[src/rtl/flash_seq_consts.vh]
// Constants shared by the serial flash command sequencer files
`ifndef FLASH_SEQ_CONSTS_VH
`define FLASH_SEQ_CONSTS_VH

// ----------------------------------------------------------------
// Register byte offsets
// ----------------------------------------------------------------
`define OFS_MODULE_CTRL 8'h00
`define OFS_FLASH_ADDR 8'h04
`define OFS_INSTR_CMD 8'h08
`define OFS_TX_DATA 8'h0C
`define OFS_TX_STATUS 8'h10
`define OFS_MODULE_STATUS 8'h14
`define OFS_RX_DATA 8'h18

// ----------------------------------------------------------------
// Field positions
// ----------------------------------------------------------------
`define CTRL_TX_FLUSH 0
`define CTRL_RX_FLUSH 1
`define ICMD_CODE_LSB 0
`define ICMD_SIZE_LSB 8
`define ICMD_QUAD 24
`define ICMD_READ 25
`define STAT_BUSY 0
`define STAT_ACCESS 1
`define STAT_TX_NE 2
`define STAT_RX_NE 3
`define STAT_RX_CNT_LSB 16
`define TXS_COUNT_LSB 16

// ----------------------------------------------------------------
// Reset values and sizes
// ----------------------------------------------------------------
`define RST_WORD 32'h0000_0000
`define TX_DEPTH 15
`define RX_DEPTH 16
`define ADDR_BYTES 2'h3

// ----------------------------------------------------------------
// Link timing: serial clock half period in ns and in cycles
// ----------------------------------------------------------------
`define CLK_PERIOD_NS 25
`define SCLK_HALF_NS 100
`define SCLK_HALF_CYC ((`SCLK_HALF_NS + `CLK_PERIOD_NS - 1) / `CLK_PERIOD_NS)

`endif

[src/rtl/flash_seq_tie.v]
// Empty unit: the sequencer needs no tie-off logic of its own
`timescale 1ns/1ps
`default_nettype none
`default_nettype wire

[src/rtl/flash_buf_mem.v]
// Small dual-port word memory with registered read data
`timescale 1ns/1ps
`default_nettype none
module flash_buf_mem #(
  parameter WIDTH = 32,
  parameter DEPTH = 16,
  parameter AW = 4
) (
  // Clock
  input wire clk_i,
  // Write port
  input wire we_i,
  input wire [AW-1:0] waddr_i,
  input wire [WIDTH-1:0] wdata_i,
  // Read port
  input wire [AW-1:0] raddr_i,
  output reg [WIDTH-1:0] q_o
);

  reg [WIDTH-1:0] mem [0:DEPTH-1];

  // Write-through forward so a fresh entry is never read stale
  always @(posedge clk_i) begin
    if (we_i) begin
      mem[waddr_i] <= wdata_i;
    end
    if (we_i && (waddr_i == raddr_i)) begin
      q_o <= wdata_i;
    end else begin
      q_o <= mem[raddr_i];
    end
  end

endmodule
`default_nettype wire

[src/rtl/flash_link.v]
// Byte shifter for the serial flash link, single or quad lane
`timescale 1ns/1ps
`default_nettype none
module flash_link #(
  parameter HALF = 4
) (
  // Clock and reset
  input wire clk_i,
  input wire rst_i,
  // Byte request
  input wire start_i,
  input wire quad_i,
  input wire rx_i,
  input wire [7:0] byte_i,
  // Byte answer
  output reg done_o,
  output reg [7:0] byte_o,
  // Link pins
  output reg sclk_o,
  output reg [3:0] io_o,
  output reg [3:0] io_oe_o,
  input wire [3:0] io_i
);

  reg [3:0] meta_q;
  reg [3:0] sync_q;
  reg busy_q;
  reg quad_q;
  reg [7:0] cnt_q;
  reg [3:0] bits_q;
  reg [7:0] shift_q;
  wire [7:0] next_w;

  // Pins are resynchronised before the shifter looks at them
  always @(posedge clk_i or posedge rst_i) begin
    if (rst_i) begin
      meta_q <= 4'h0;
      sync_q <= 4'h0;
    end else begin
      meta_q <= io_i;
      sync_q <= meta_q;
    end
  end

  // Capture happens at the falling edge, late in the high phase
  assign next_w = quad_q ? {shift_q[3:0], sync_q} : {shift_q[6:0], sync_q[1]};

  // Mode 0 shifter: data change on falling edges, flash samples on rising
  always @(posedge clk_i or posedge rst_i) begin
    if (rst_i) begin
      busy_q <= 1'b0;
      quad_q <= 1'b0;
      cnt_q <= 8'h00;
      bits_q <= 4'h0;
      shift_q <= 8'h00;
      done_o <= 1'b0;
      byte_o <= 8'h00;
      sclk_o <= 1'b0;
      io_o <= 4'h0;
      io_oe_o <= 4'h0;
    end else begin
      done_o <= 1'b0;
      if (!busy_q) begin
        sclk_o <= 1'b0;
        if (start_i) begin
          busy_q <= 1'b1;
          quad_q <= quad_i;
          shift_q <= byte_i;
          cnt_q <= HALF[7:0] - 8'h01;
          bits_q <= quad_i ? 4'h2 : 4'h8;
          io_o <= quad_i ? byte_i[7:4] : {3'h0, byte_i[7]};
          io_oe_o <= quad_i ? (rx_i ? 4'h0 : 4'hF) : 4'h1;
        end
      end else if (cnt_q != 8'h00) begin
        cnt_q <= cnt_q - 8'h01;
      end else begin
        cnt_q <= HALF[7:0] - 8'h01;
        sclk_o <= ~sclk_o;
        if (sclk_o) begin
          shift_q <= next_w;
          bits_q <= bits_q - 4'h1;
          io_o <= quad_q ? next_w[7:4] : {3'h0, next_w[7]};
          if (bits_q == 4'h1) begin
            busy_q <= 1'b0;
            done_o <= 1'b1;
            byte_o <= next_w;
          end
        end
      end
    end
  end

endmodule
`default_nettype wire

[src/rtl/flash_seq.v]
// Register-driven command sequencer for an external serial flash
//
// The address-and-strobe port and the address map were decided locally.
`include "flash_seq_consts.vh"
`timescale 1ns/1ps
`default_nettype none
module flash_seq #(
  parameter HALF = `SCLK_HALF_CYC,
  parameter RXD = `RX_DEPTH
) (
  // Clock and reset
  input wire clk_i,
  input wire rst_i,
  // Register port
  input wire [7:0] addr_i,
  input wire [31:0] wdata_i,
  input wire wr_i,
  input wire rd_i,
  output reg [31:0] rdata_o,
  // Flash link pins
  output reg cs_n_o,
  output wire sclk_o,
  output wire [3:0] io_o,
  output wire [3:0] io_oe_o,
  input wire [3:0] io_i
);

  // ----------------------------------------------------------------
  // States
  // ----------------------------------------------------------------
  localparam ST_IDLE = 5'b00001;
  localparam ST_CMD = 5'b00010;
  localparam ST_ADDR = 5'b00100;
  localparam ST_DATA = 5'b01000;
  localparam ST_END = 5'b10000;
  localparam TXD = `TX_DEPTH;

  reg [4:0] state_q;
  reg active_q;
  reg [31:0] addr_q;
  reg [7:0] code_q;
  reg [15:0] size_q;
  reg quad_q;
  reg read_q;
  reg [15:0] tx_words_q;
  reg [3:0] tx_wp_q;
  reg [3:0] tx_rp_q;
  reg [3:0] tx_cnt_q;
  reg [3:0] rx_wp_q;
  reg [3:0] rx_rp_q;
  reg [4:0] rx_cnt_q;
  reg [1:0] idx_q;
  reg [15:0] left_q;
  reg [31:0] word_q;
  reg [1:0] wbyte_q;
  reg [31:0] rxw_q;
  reg pend_q;
  reg lstart_q;
  reg lquad_q;
  reg lrx_q;
  reg [7:0] lbyte_q;

  wire ldone;
  wire [7:0] lrx_byte;
  wire [31:0] tx_q;
  wire [31:0] rx_q;
  wire sel_ctrl = (addr_i == `OFS_MODULE_CTRL);
  wire sel_cmd = (addr_i == `OFS_INSTR_CMD);
  wire tx_flush = wr_i && sel_ctrl && wdata_i[`CTRL_TX_FLUSH];
  wire rx_flush = wr_i && sel_ctrl && wdata_i[`CTRL_RX_FLUSH];
  wire tx_full = (tx_cnt_q == TXD[3:0]);
  wire tx_push = wr_i && (addr_i == `OFS_TX_DATA) && !tx_full;
  wire rx_pop = rd_i && (addr_i == `OFS_RX_DATA) && (rx_cnt_q != 5'h00);
  wire start_cmd = wr_i && sel_cmd && !active_q;
  wire fetch = state_q[3] && !read_q && !pend_q && (wbyte_q == 2'h0) &&
    (tx_cnt_q != 4'h0) && (left_q != 16'h0000);
  wire [31:0] send_word = (wbyte_q == 2'h0) ? tx_q : word_q;
  wire last_byte = (left_q == 16'h0001);
  wire rx_word_end = ldone && state_q[3] && read_q &&
    ((wbyte_q == 2'h3) || last_byte);
  wire rx_push = rx_word_end && (rx_cnt_q != RXD[4:0]);
  wire [31:0] rx_word = {rxw_q[23:0], lrx_byte};

  // ----------------------------------------------------------------
  // Buffers
  // ----------------------------------------------------------------
  reg [3:0] tx_rp_d;
  reg [3:0] rx_rp_d;

  // Next read pointers feed the memories so read data track the head
  always @* begin
    tx_rp_d = tx_rp_q;
    rx_rp_d = rx_rp_q;
    if (tx_flush) begin
      tx_rp_d = 4'h0;
    end else if (fetch) begin
      tx_rp_d = (tx_rp_q == TXD[3:0] - 4'h1) ? 4'h0 : tx_rp_q + 4'h1;
    end
    if (rx_flush) begin
      rx_rp_d = 4'h0;
    end else if (rx_pop) begin
      rx_rp_d = rx_rp_q + 4'h1;
    end
  end

  flash_buf_mem #(
    .WIDTH(32),
    .DEPTH(TXD),
    .AW(4)
  ) u_tx_mem (
    .clk_i(clk_i),
    .we_i(tx_push),
    .waddr_i(tx_wp_q),
    .wdata_i(wdata_i),
    .raddr_i(tx_rp_d),
    .q_o(tx_q)
  );

  flash_buf_mem #(
    .WIDTH(32),
    .DEPTH(RXD),
    .AW(4)
  ) u_rx_mem (
    .clk_i(clk_i),
    .we_i(rx_push),
    .waddr_i(rx_wp_q),
    .wdata_i(rx_word),
    .raddr_i(rx_rp_d),
    .q_o(rx_q)
  );

  // Transmit pointers and counters; a flush beats a same-cycle push or pop
  always @(posedge clk_i or posedge rst_i) begin
    if (rst_i) begin
      tx_wp_q <= 4'h0;
      tx_rp_q <= 4'h0;
      tx_cnt_q <= 4'h0;
      tx_words_q <= 16'h0000;
    end else begin
      tx_rp_q <= tx_rp_d;
      if (tx_flush) begin
        tx_wp_q <= 4'h0;
        tx_cnt_q <= 4'h0;
        tx_words_q <= 16'h0000;
      end else begin
        if (tx_push) begin
          tx_wp_q <= (tx_wp_q == TXD[3:0] - 4'h1) ? 4'h0 : tx_wp_q + 4'h1;
          tx_words_q <= tx_words_q + 16'h0001;
        end
        if (tx_push && !fetch) begin
          tx_cnt_q <= tx_cnt_q + 4'h1;
        end else if (fetch && !tx_push) begin
          tx_cnt_q <= tx_cnt_q - 4'h1;
        end
      end
    end
  end

  // Receive pointers; a full receive buffer drops further words
  always @(posedge clk_i or posedge rst_i) begin
    if (rst_i) begin
      rx_wp_q <= 4'h0;
      rx_rp_q <= 4'h0;
      rx_cnt_q <= 5'h00;
    end else begin
      rx_rp_q <= rx_rp_d;
      if (rx_flush) begin
        rx_wp_q <= 4'h0;
        rx_cnt_q <= 5'h00;
      end else begin
        if (rx_push) begin
          rx_wp_q <= rx_wp_q + 4'h1;
        end
        if (rx_push && !rx_pop) begin
          rx_cnt_q <= rx_cnt_q + 5'h01;
        end else if (rx_pop && !rx_push) begin
          rx_cnt_q <= rx_cnt_q - 5'h01;
        end
      end
    end
  end

  // ----------------------------------------------------------------
  // Address and command registers
  // ----------------------------------------------------------------
  // Command fields are frozen while an access runs
  always @(posedge clk_i or posedge rst_i) begin
    if (rst_i) begin
      addr_q <= `RST_WORD;
      code_q <= 8'h00;
      size_q <= 16'h0000;
      quad_q <= 1'b0;
      read_q <= 1'b0;
    end else begin
      if (wr_i && (addr_i == `OFS_FLASH_ADDR)) begin
        addr_q <= wdata_i;
      end
      if (start_cmd) begin
        code_q <= wdata_i[`ICMD_CODE_LSB +: 8];
        size_q <= wdata_i[`ICMD_SIZE_LSB +: 16];
        quad_q <= wdata_i[`ICMD_QUAD];
        read_q <= wdata_i[`ICMD_READ];
      end
    end
  end

  // ----------------------------------------------------------------
  // Sequencer
  // ----------------------------------------------------------------
  // A program stalls with the select held low while the buffer is dry
  always @(posedge clk_i or posedge rst_i) begin
    if (rst_i) begin
      state_q <= ST_IDLE;
      active_q <= 1'b0;
      cs_n_o <= 1'b1;
      idx_q <= 2'h0;
      left_q <= 16'h0000;
      word_q <= `RST_WORD;
      wbyte_q <= 2'h0;
      rxw_q <= `RST_WORD;
      pend_q <= 1'b0;
      lstart_q <= 1'b0;
      lquad_q <= 1'b0;
      lrx_q <= 1'b0;
      lbyte_q <= 8'h00;
    end else begin
      lstart_q <= 1'b0;
      case (state_q)
        ST_IDLE: begin
          if (start_cmd) begin
            active_q <= 1'b1;
            cs_n_o <= 1'b0;
            lstart_q <= 1'b1;
            lquad_q <= 1'b0;
            lrx_q <= 1'b0;
            lbyte_q <= wdata_i[`ICMD_CODE_LSB +: 8];
            left_q <= wdata_i[`ICMD_SIZE_LSB +: 16];
            wbyte_q <= 2'h0;
            rxw_q <= `RST_WORD;
            state_q <= ST_CMD;
          end
        end
        ST_CMD: begin
          if (ldone) begin
            lstart_q <= 1'b1;
            lquad_q <= quad_q;
            lbyte_q <= addr_q[23:16];
            idx_q <= `ADDR_BYTES - 2'h1;
            state_q <= ST_ADDR;
          end
        end
        ST_ADDR: begin
          if (ldone) begin
            if (idx_q != 2'h0) begin
              lstart_q <= 1'b1;
              lbyte_q <= (idx_q == 2'h2) ? addr_q[15:8] : addr_q[7:0];
              idx_q <= idx_q - 2'h1;
            end else if (left_q == 16'h0000) begin
              state_q <= ST_END;
            end else begin
              lrx_q <= read_q;
              pend_q <= 1'b0;
              state_q <= ST_DATA;
            end
          end
        end
        ST_DATA: begin
          if (!pend_q) begin
            if (read_q) begin
              lstart_q <= 1'b1;
              lbyte_q <= 8'h00;
              pend_q <= 1'b1;
            end else if ((wbyte_q != 2'h0) || fetch) begin
              lstart_q <= 1'b1;
              lbyte_q <= send_word[31:24];
              word_q <= {send_word[23:0], 8'h00};
              pend_q <= 1'b1;
            end
          end else if (ldone) begin
            pend_q <= 1'b0;
            left_q <= left_q - 16'h0001;
            wbyte_q <= wbyte_q + 2'h1;
            rxw_q <= rx_word_end ? `RST_WORD : rx_word;
            if (last_byte) begin
              state_q <= ST_END;
            end
          end
        end
        ST_END: begin
          cs_n_o <= 1'b1;
          active_q <= 1'b0;
          state_q <= ST_IDLE;
        end
        default: begin
          state_q <= ST_IDLE;
          active_q <= 1'b0;
          cs_n_o <= 1'b1;
        end
      endcase
    end
  end

  flash_link #(
    .HALF(HALF)
  ) u_link (
    .clk_i(clk_i),
    .rst_i(rst_i),
    .start_i(lstart_q),
    .quad_i(lquad_q),
    .rx_i(lrx_q),
    .byte_i(lbyte_q),
    .done_o(ldone),
    .byte_o(lrx_byte),
    .sclk_o(sclk_o),
    .io_o(io_o),
    .io_oe_o(io_oe_o),
    .io_i(io_i)
  );

  // ----------------------------------------------------------------
  // Read back
  // ----------------------------------------------------------------
  // Read data stand only in the cycle after the strobe
  always @(posedge clk_i or posedge rst_i) begin
    if (rst_i) begin
      rdata_o <= `RST_WORD;
    end else if (rd_i) begin
      case (addr_i)
        `OFS_FLASH_ADDR: rdata_o <= addr_q;
        `OFS_INSTR_CMD: rdata_o <= {6'h00, read_q, quad_q, size_q, code_q};
        `OFS_TX_STATUS: rdata_o <= {tx_words_q, 12'h000, tx_cnt_q};
        `OFS_MODULE_STATUS: rdata_o <= {11'h000, rx_cnt_q, 12'h000,
          (rx_cnt_q != 5'h00), (tx_cnt_q != 4'h0), active_q,
          active_q};
        `OFS_RX_DATA: rdata_o <= rx_pop ? rx_q : `RST_WORD;
        default: rdata_o <= `RST_WORD;
      endcase
    end else begin
      rdata_o <= `RST_WORD;
    end
  end

endmodule
`default_nettype wire

[config.mk]
export PLATFORM = sky130hd
export DESIGN_NAME = flash_seq
export DESIGN_NICKNAME = d
export VERILOG_FILES = /design/src/rtl/flash_seq_tie.v /design/src/rtl/flash_buf_mem.v /design/src/rtl/flash_link.v /design/src/rtl/flash_seq.v
export VERILOG_INCLUDE_DIRS = /design/src /design/src/rtl
export SDC_FILE = /design/constraint.sdc
export NUM_CORES = 1
export LEC_CHECK = 0
export ABC_AREA = 0
export BUFFER_PORTS_ARGS = -buffer_cell sky130_fd_sc_hd__buf_2
export CORE_ASPECT_RATIO = 1.1
export CORE_MARGIN = 8
export CORE_UTILIZATION = 62
export DETAILED_ROUTE_END_ITERATION = 10
export GPL_ROUTABILITY_DRIVEN = 0
export PLACE_DENSITY = 0.77
export SYNTH_ARGS = -nofsm -noshare
export SYNTH_HDL_FRONTEND = slang
export SYNTH_HIERARCHICAL = 1
export SYNTH_SLANG_ARGS = --single-unit
[constraint.sdc]
create_clock -name clk_i -period 8.5 [get_ports clk_i]
set_input_delay 1.275 -clock clk_i [delete_from_list [all_inputs] [get_ports clk_i]]
set_output_delay 1.275 -clock clk_i [all_outputs]
set_load 0.05 [all_outputs]
==> metrics.cfg <==
[yosys]
netlist_area_mm2=0.0506
synth_cell_type_count=87
postSynthAreaPerCell_um2=17.2
async_reset_ff_share_pct=20.8
synth-edff-count=992
ys_seq_area_share_pct=72.2
syn_nets=3009
ys_warn_count=6
synthFlopType=edfxtp_1
ys_seq_elements=1263
syn_inst=2939

[hold_path]
min_path_type=flip-flop to flip-flop

[global_route]
grt_max_degree=108
grt_pass1_vias=29000
antenna_found_initial=0
overflow=0
grtUsageTotal_pct=27.4
grt_pass1_wl_um=184000

[routing]
wire_per_inst_um=29.6
drt_iter0_markers=3679
drt-vias-per-instance=6.83
drc=0
drt_first_pass_iters=8
drtAntennaViolNets=0
totalWireLength_um=125000
vias=28700

[timing]
post-route-min-period_ns=3.90
fin_worst_skew_ns=0.0380
post-route-period-util_pct=45.9
setup_viol=0
holdWs_ns=0.347
worst_slew_pin_slew_ns=1.21
rsz0062_at_grt=false
slew_headroom_pct=19.3
fin_ws_ns=4.60
drv_slew=0
hold_viol=0
setup-tns-final_ns=0
max_clock_freq_ghz=0.256

[pwr]
combPwrFrac_pct=2.8
power_mw=12.3
swShare_pct=20.6
power.density_mw_per_mm2=219
intPower_mw=9.77
power_switching_mw=2.54
clkPwrFrac_pct=42.8
peakVddDrop_mv=0.211
power_frac_seq_pct=54.4
cellLeakagePower_nw=18.3

[worst_setup_path]
crit_fanout=71
cpLargestDelayFamily=compound AO/OA/AOI/OAI gates
path_cells=buf_4 > mux4_2 > a22oi_1 > o211ai_1 > mux2i_1 > o22ai_1 > a221o_1 > mux2_2
crit_type=flip-flop to flip-flop
cp.buffers_inverters=1
critPathRequiredTime_ns=9.06
cp_slowest_cell=buf_4
critPathMaxStageDelay_ns=0.85
worst-endpoint-arrival_ns=4.46
crit_path_start_kind=flip-flop
critPathCaptureType=flip-flop

[placement]
io_buffers=89
hpwl_um=72700
place_area_mm2=0.0523
dp_worst_setup_slack_ns=3.94

[layout]
synthToLayoutAreaGrowth_pct=11.0
final-seq-area_mm2=0.0365
drive_gt1_share_pct=21.8
multi_input_area_mm2=0.0134
fin_area_mm2=0.0562
n_fill_cell=4954
nets=3105

[clock_tree]
cts_root_buf=clkbuf_16
cts_tree=done
h-tree-depth=3
clkSlewWorstSetupHoldPaths_ns=0.06
cts_setup_buffers=0
numCtsBuffers=116
hold_buffers=0
insertion_delay_ns=0.71
cts_resized=0
clock-sinks=1263
clockBufferDepth=3

[floorplanning]
fp-row-count=110
ios=90
dieArea_mm2=0.0911
die_y_um=316
core_mm2=0.0813
floorplan.initialDensity_pct=62.2
die_w_um=288

[run_status]
status=finished, final reports clean

[run]
maxCapViolCount=0

path summary, 6_finish.rpt:
path / slack [ns] / startpoint / to / cells after the start
max in group asynchronous: 6.20 / rst_i / tx_words_q[12]$_DFFE_PP0P_ / 3
worst min-delay path: 0.35 / u_link/meta_q[2]$_DFF_PP0_ / u_link/sync_q[2]$_DFF_PP0_ / 0
min in group asynchronous: 0.72 / rst_i / rdata_o[10]$_DFF_PP0_ / 2
worst max register to register: 4.60 / flip-flop / lbyte_q[0]$_DFFE_PP0P_ / 8
worst max-delay path: 4.60 / flip-flop / lbyte_q[0]$_DFFE_PP0P_ / 8
worst min register to register: 0.35 / u_link/meta_q[2]$_DFF_PP0_ / u_link/sync_q[2]$_DFF_PP0_ / 0
final cells by class:
class                   instances  area share (%)
clock inverters                69            1.32
repair buffers                145            1.58
diodes                          1         0.00445
well taps                    1064            2.37
flip-flops and latches       1263            65.0
clock buffers                 153            5.61
inverters                      31           0.220
multi-input cells            1478            23.9
cell usage in the layout (no fill, tap or decap), types with 31 or more instances in the layout:
cell type / n
o21ai_0: 56
a22o_1: 47
clkbuf_16: 118
a21oi_1: 99
mux4_2: 220
o211ai_1: 31
mux2i_1: 74
nand2_1: 208
mux2_2: 46
buf_2: 89
nor2_1: 138
buf_4: 54
a22oi_1: 127
edfxtp_1: 992
dfrtp_1: 261
routing by layer:
layer | share of wire (%) | GRT usage [%] | up-vias
met5 | 0 | 0 | -
met4 | 5.0 | 12.6 | 0
met3 | 8.1 | 3.83 | 345
met2 | 51 | 47.3 | 1668
met1 | 36 | 34.4 | 14800
li1 | - | - | 11900
through the flow:
step	instances	utilization, %
4_1_cts	4203	69.1
5_1_grt	4203	69.1
3_3_place_gp	3981	64.3
2_1_floorplan	2939	-
6_report	4204	69.1
3_5_place_dp	3981	64.3
cells in the mapped netlist, types with 5 or more instances:
library cell / n / area [um2]
a211o_1: 5 / 43.8
a211oi_1: 8 / 60.1
a21o_1: 7 / 52.6
a21oi_1: 99 / 495
a221o_1: 8 / 80.1
a22o_1: 47 / 412
a22oi_1: 127 / 953
a2bb2oi_1: 17 / 149
a31oi_1: 17 / 106
and2_1: 12 / 75.1
and3_1: 5 / 31.3
and4_1: 7 / 61.3
buf_1: 17 / 63.8
buf_2: 46 / 230
buf_4: 20 / 150
buf_6: 6 / 67.6
clkbuf_1: 76 / 285
dfrtp_1: 261 / 6530
dfxtp_1: 8 / 160
edfxtp_1: 992 / 29800
ha_1: 20 / 250
inv_1: 30 / 113
mux2_2: 46 / 518
mux2_4: 7 / 105
mux2i_1: 74 / 741
mux4_2: 220 / 4950
nand2_1: 208 / 781
nand2b_1: 16 / 100
nand3_1: 29 / 145
nand3b_1: 7 / 52.6
nand4_1: 19 / 119
nor2_1: 165 / 619
nor2b_1: 22 / 138
nor3_1: 34 / 170
nor3b_1: 9 / 67.6
nor4_1: 10 / 62.6
o211ai_1: 31 / 233
o21ai_0: 56 / 280
o22ai_1: 30 / 188
o2bb2ai_1: 6 / 52.6
or2_2: 6 / 37.5
or3_1: 8 / 50.1
xnor2_1: 10 / 87.6
xor2_1: 11 / 96.3
logic make-up (layout without fill, tap and decap cells):
logic type	Yosys count	in the layout	share of synthesized area [%]
other cells	0	1	0
xor+xnor	21	21	0.363
mux	347	347	12.5
fa+ha+maj	22	22	0.573
buf+inv	198	398	1.84
simple gates	585	585	5.66
flops	1263	1263	72.2
compound gates	503	503	6.92
sequential cells by signal, summed over array words and instances (netlist names), 5 cells and up, named ones only:
name	count
addr_q	32
tx_words_q	16
left_q	16
word_q	24
u_link/byte_o	8
rdata_o	32
size_q	16
u_rx_mem/mem	512
code_q	8
rx_cnt_q	5
lbyte_q	8
u_link/shift_q	7
u_tx_mem/mem	480
state_q	5
u_link/cnt_q	8
rxw_q	24
power by group through the flow:
stage	logic, mW	registers [mW]	clock network (mW)
5_1_grt	0.367	6.69	5.56
2_1_floorplan	0.232	6.79	0
4_1_cts	0.344	6.69	5.33
3_5_place_dp	0.341	6.82	0
3_3_place_gp	0.332	6.82	0
6_report	0.341	6.69	5.27
(Power assumes the default switching activity.)
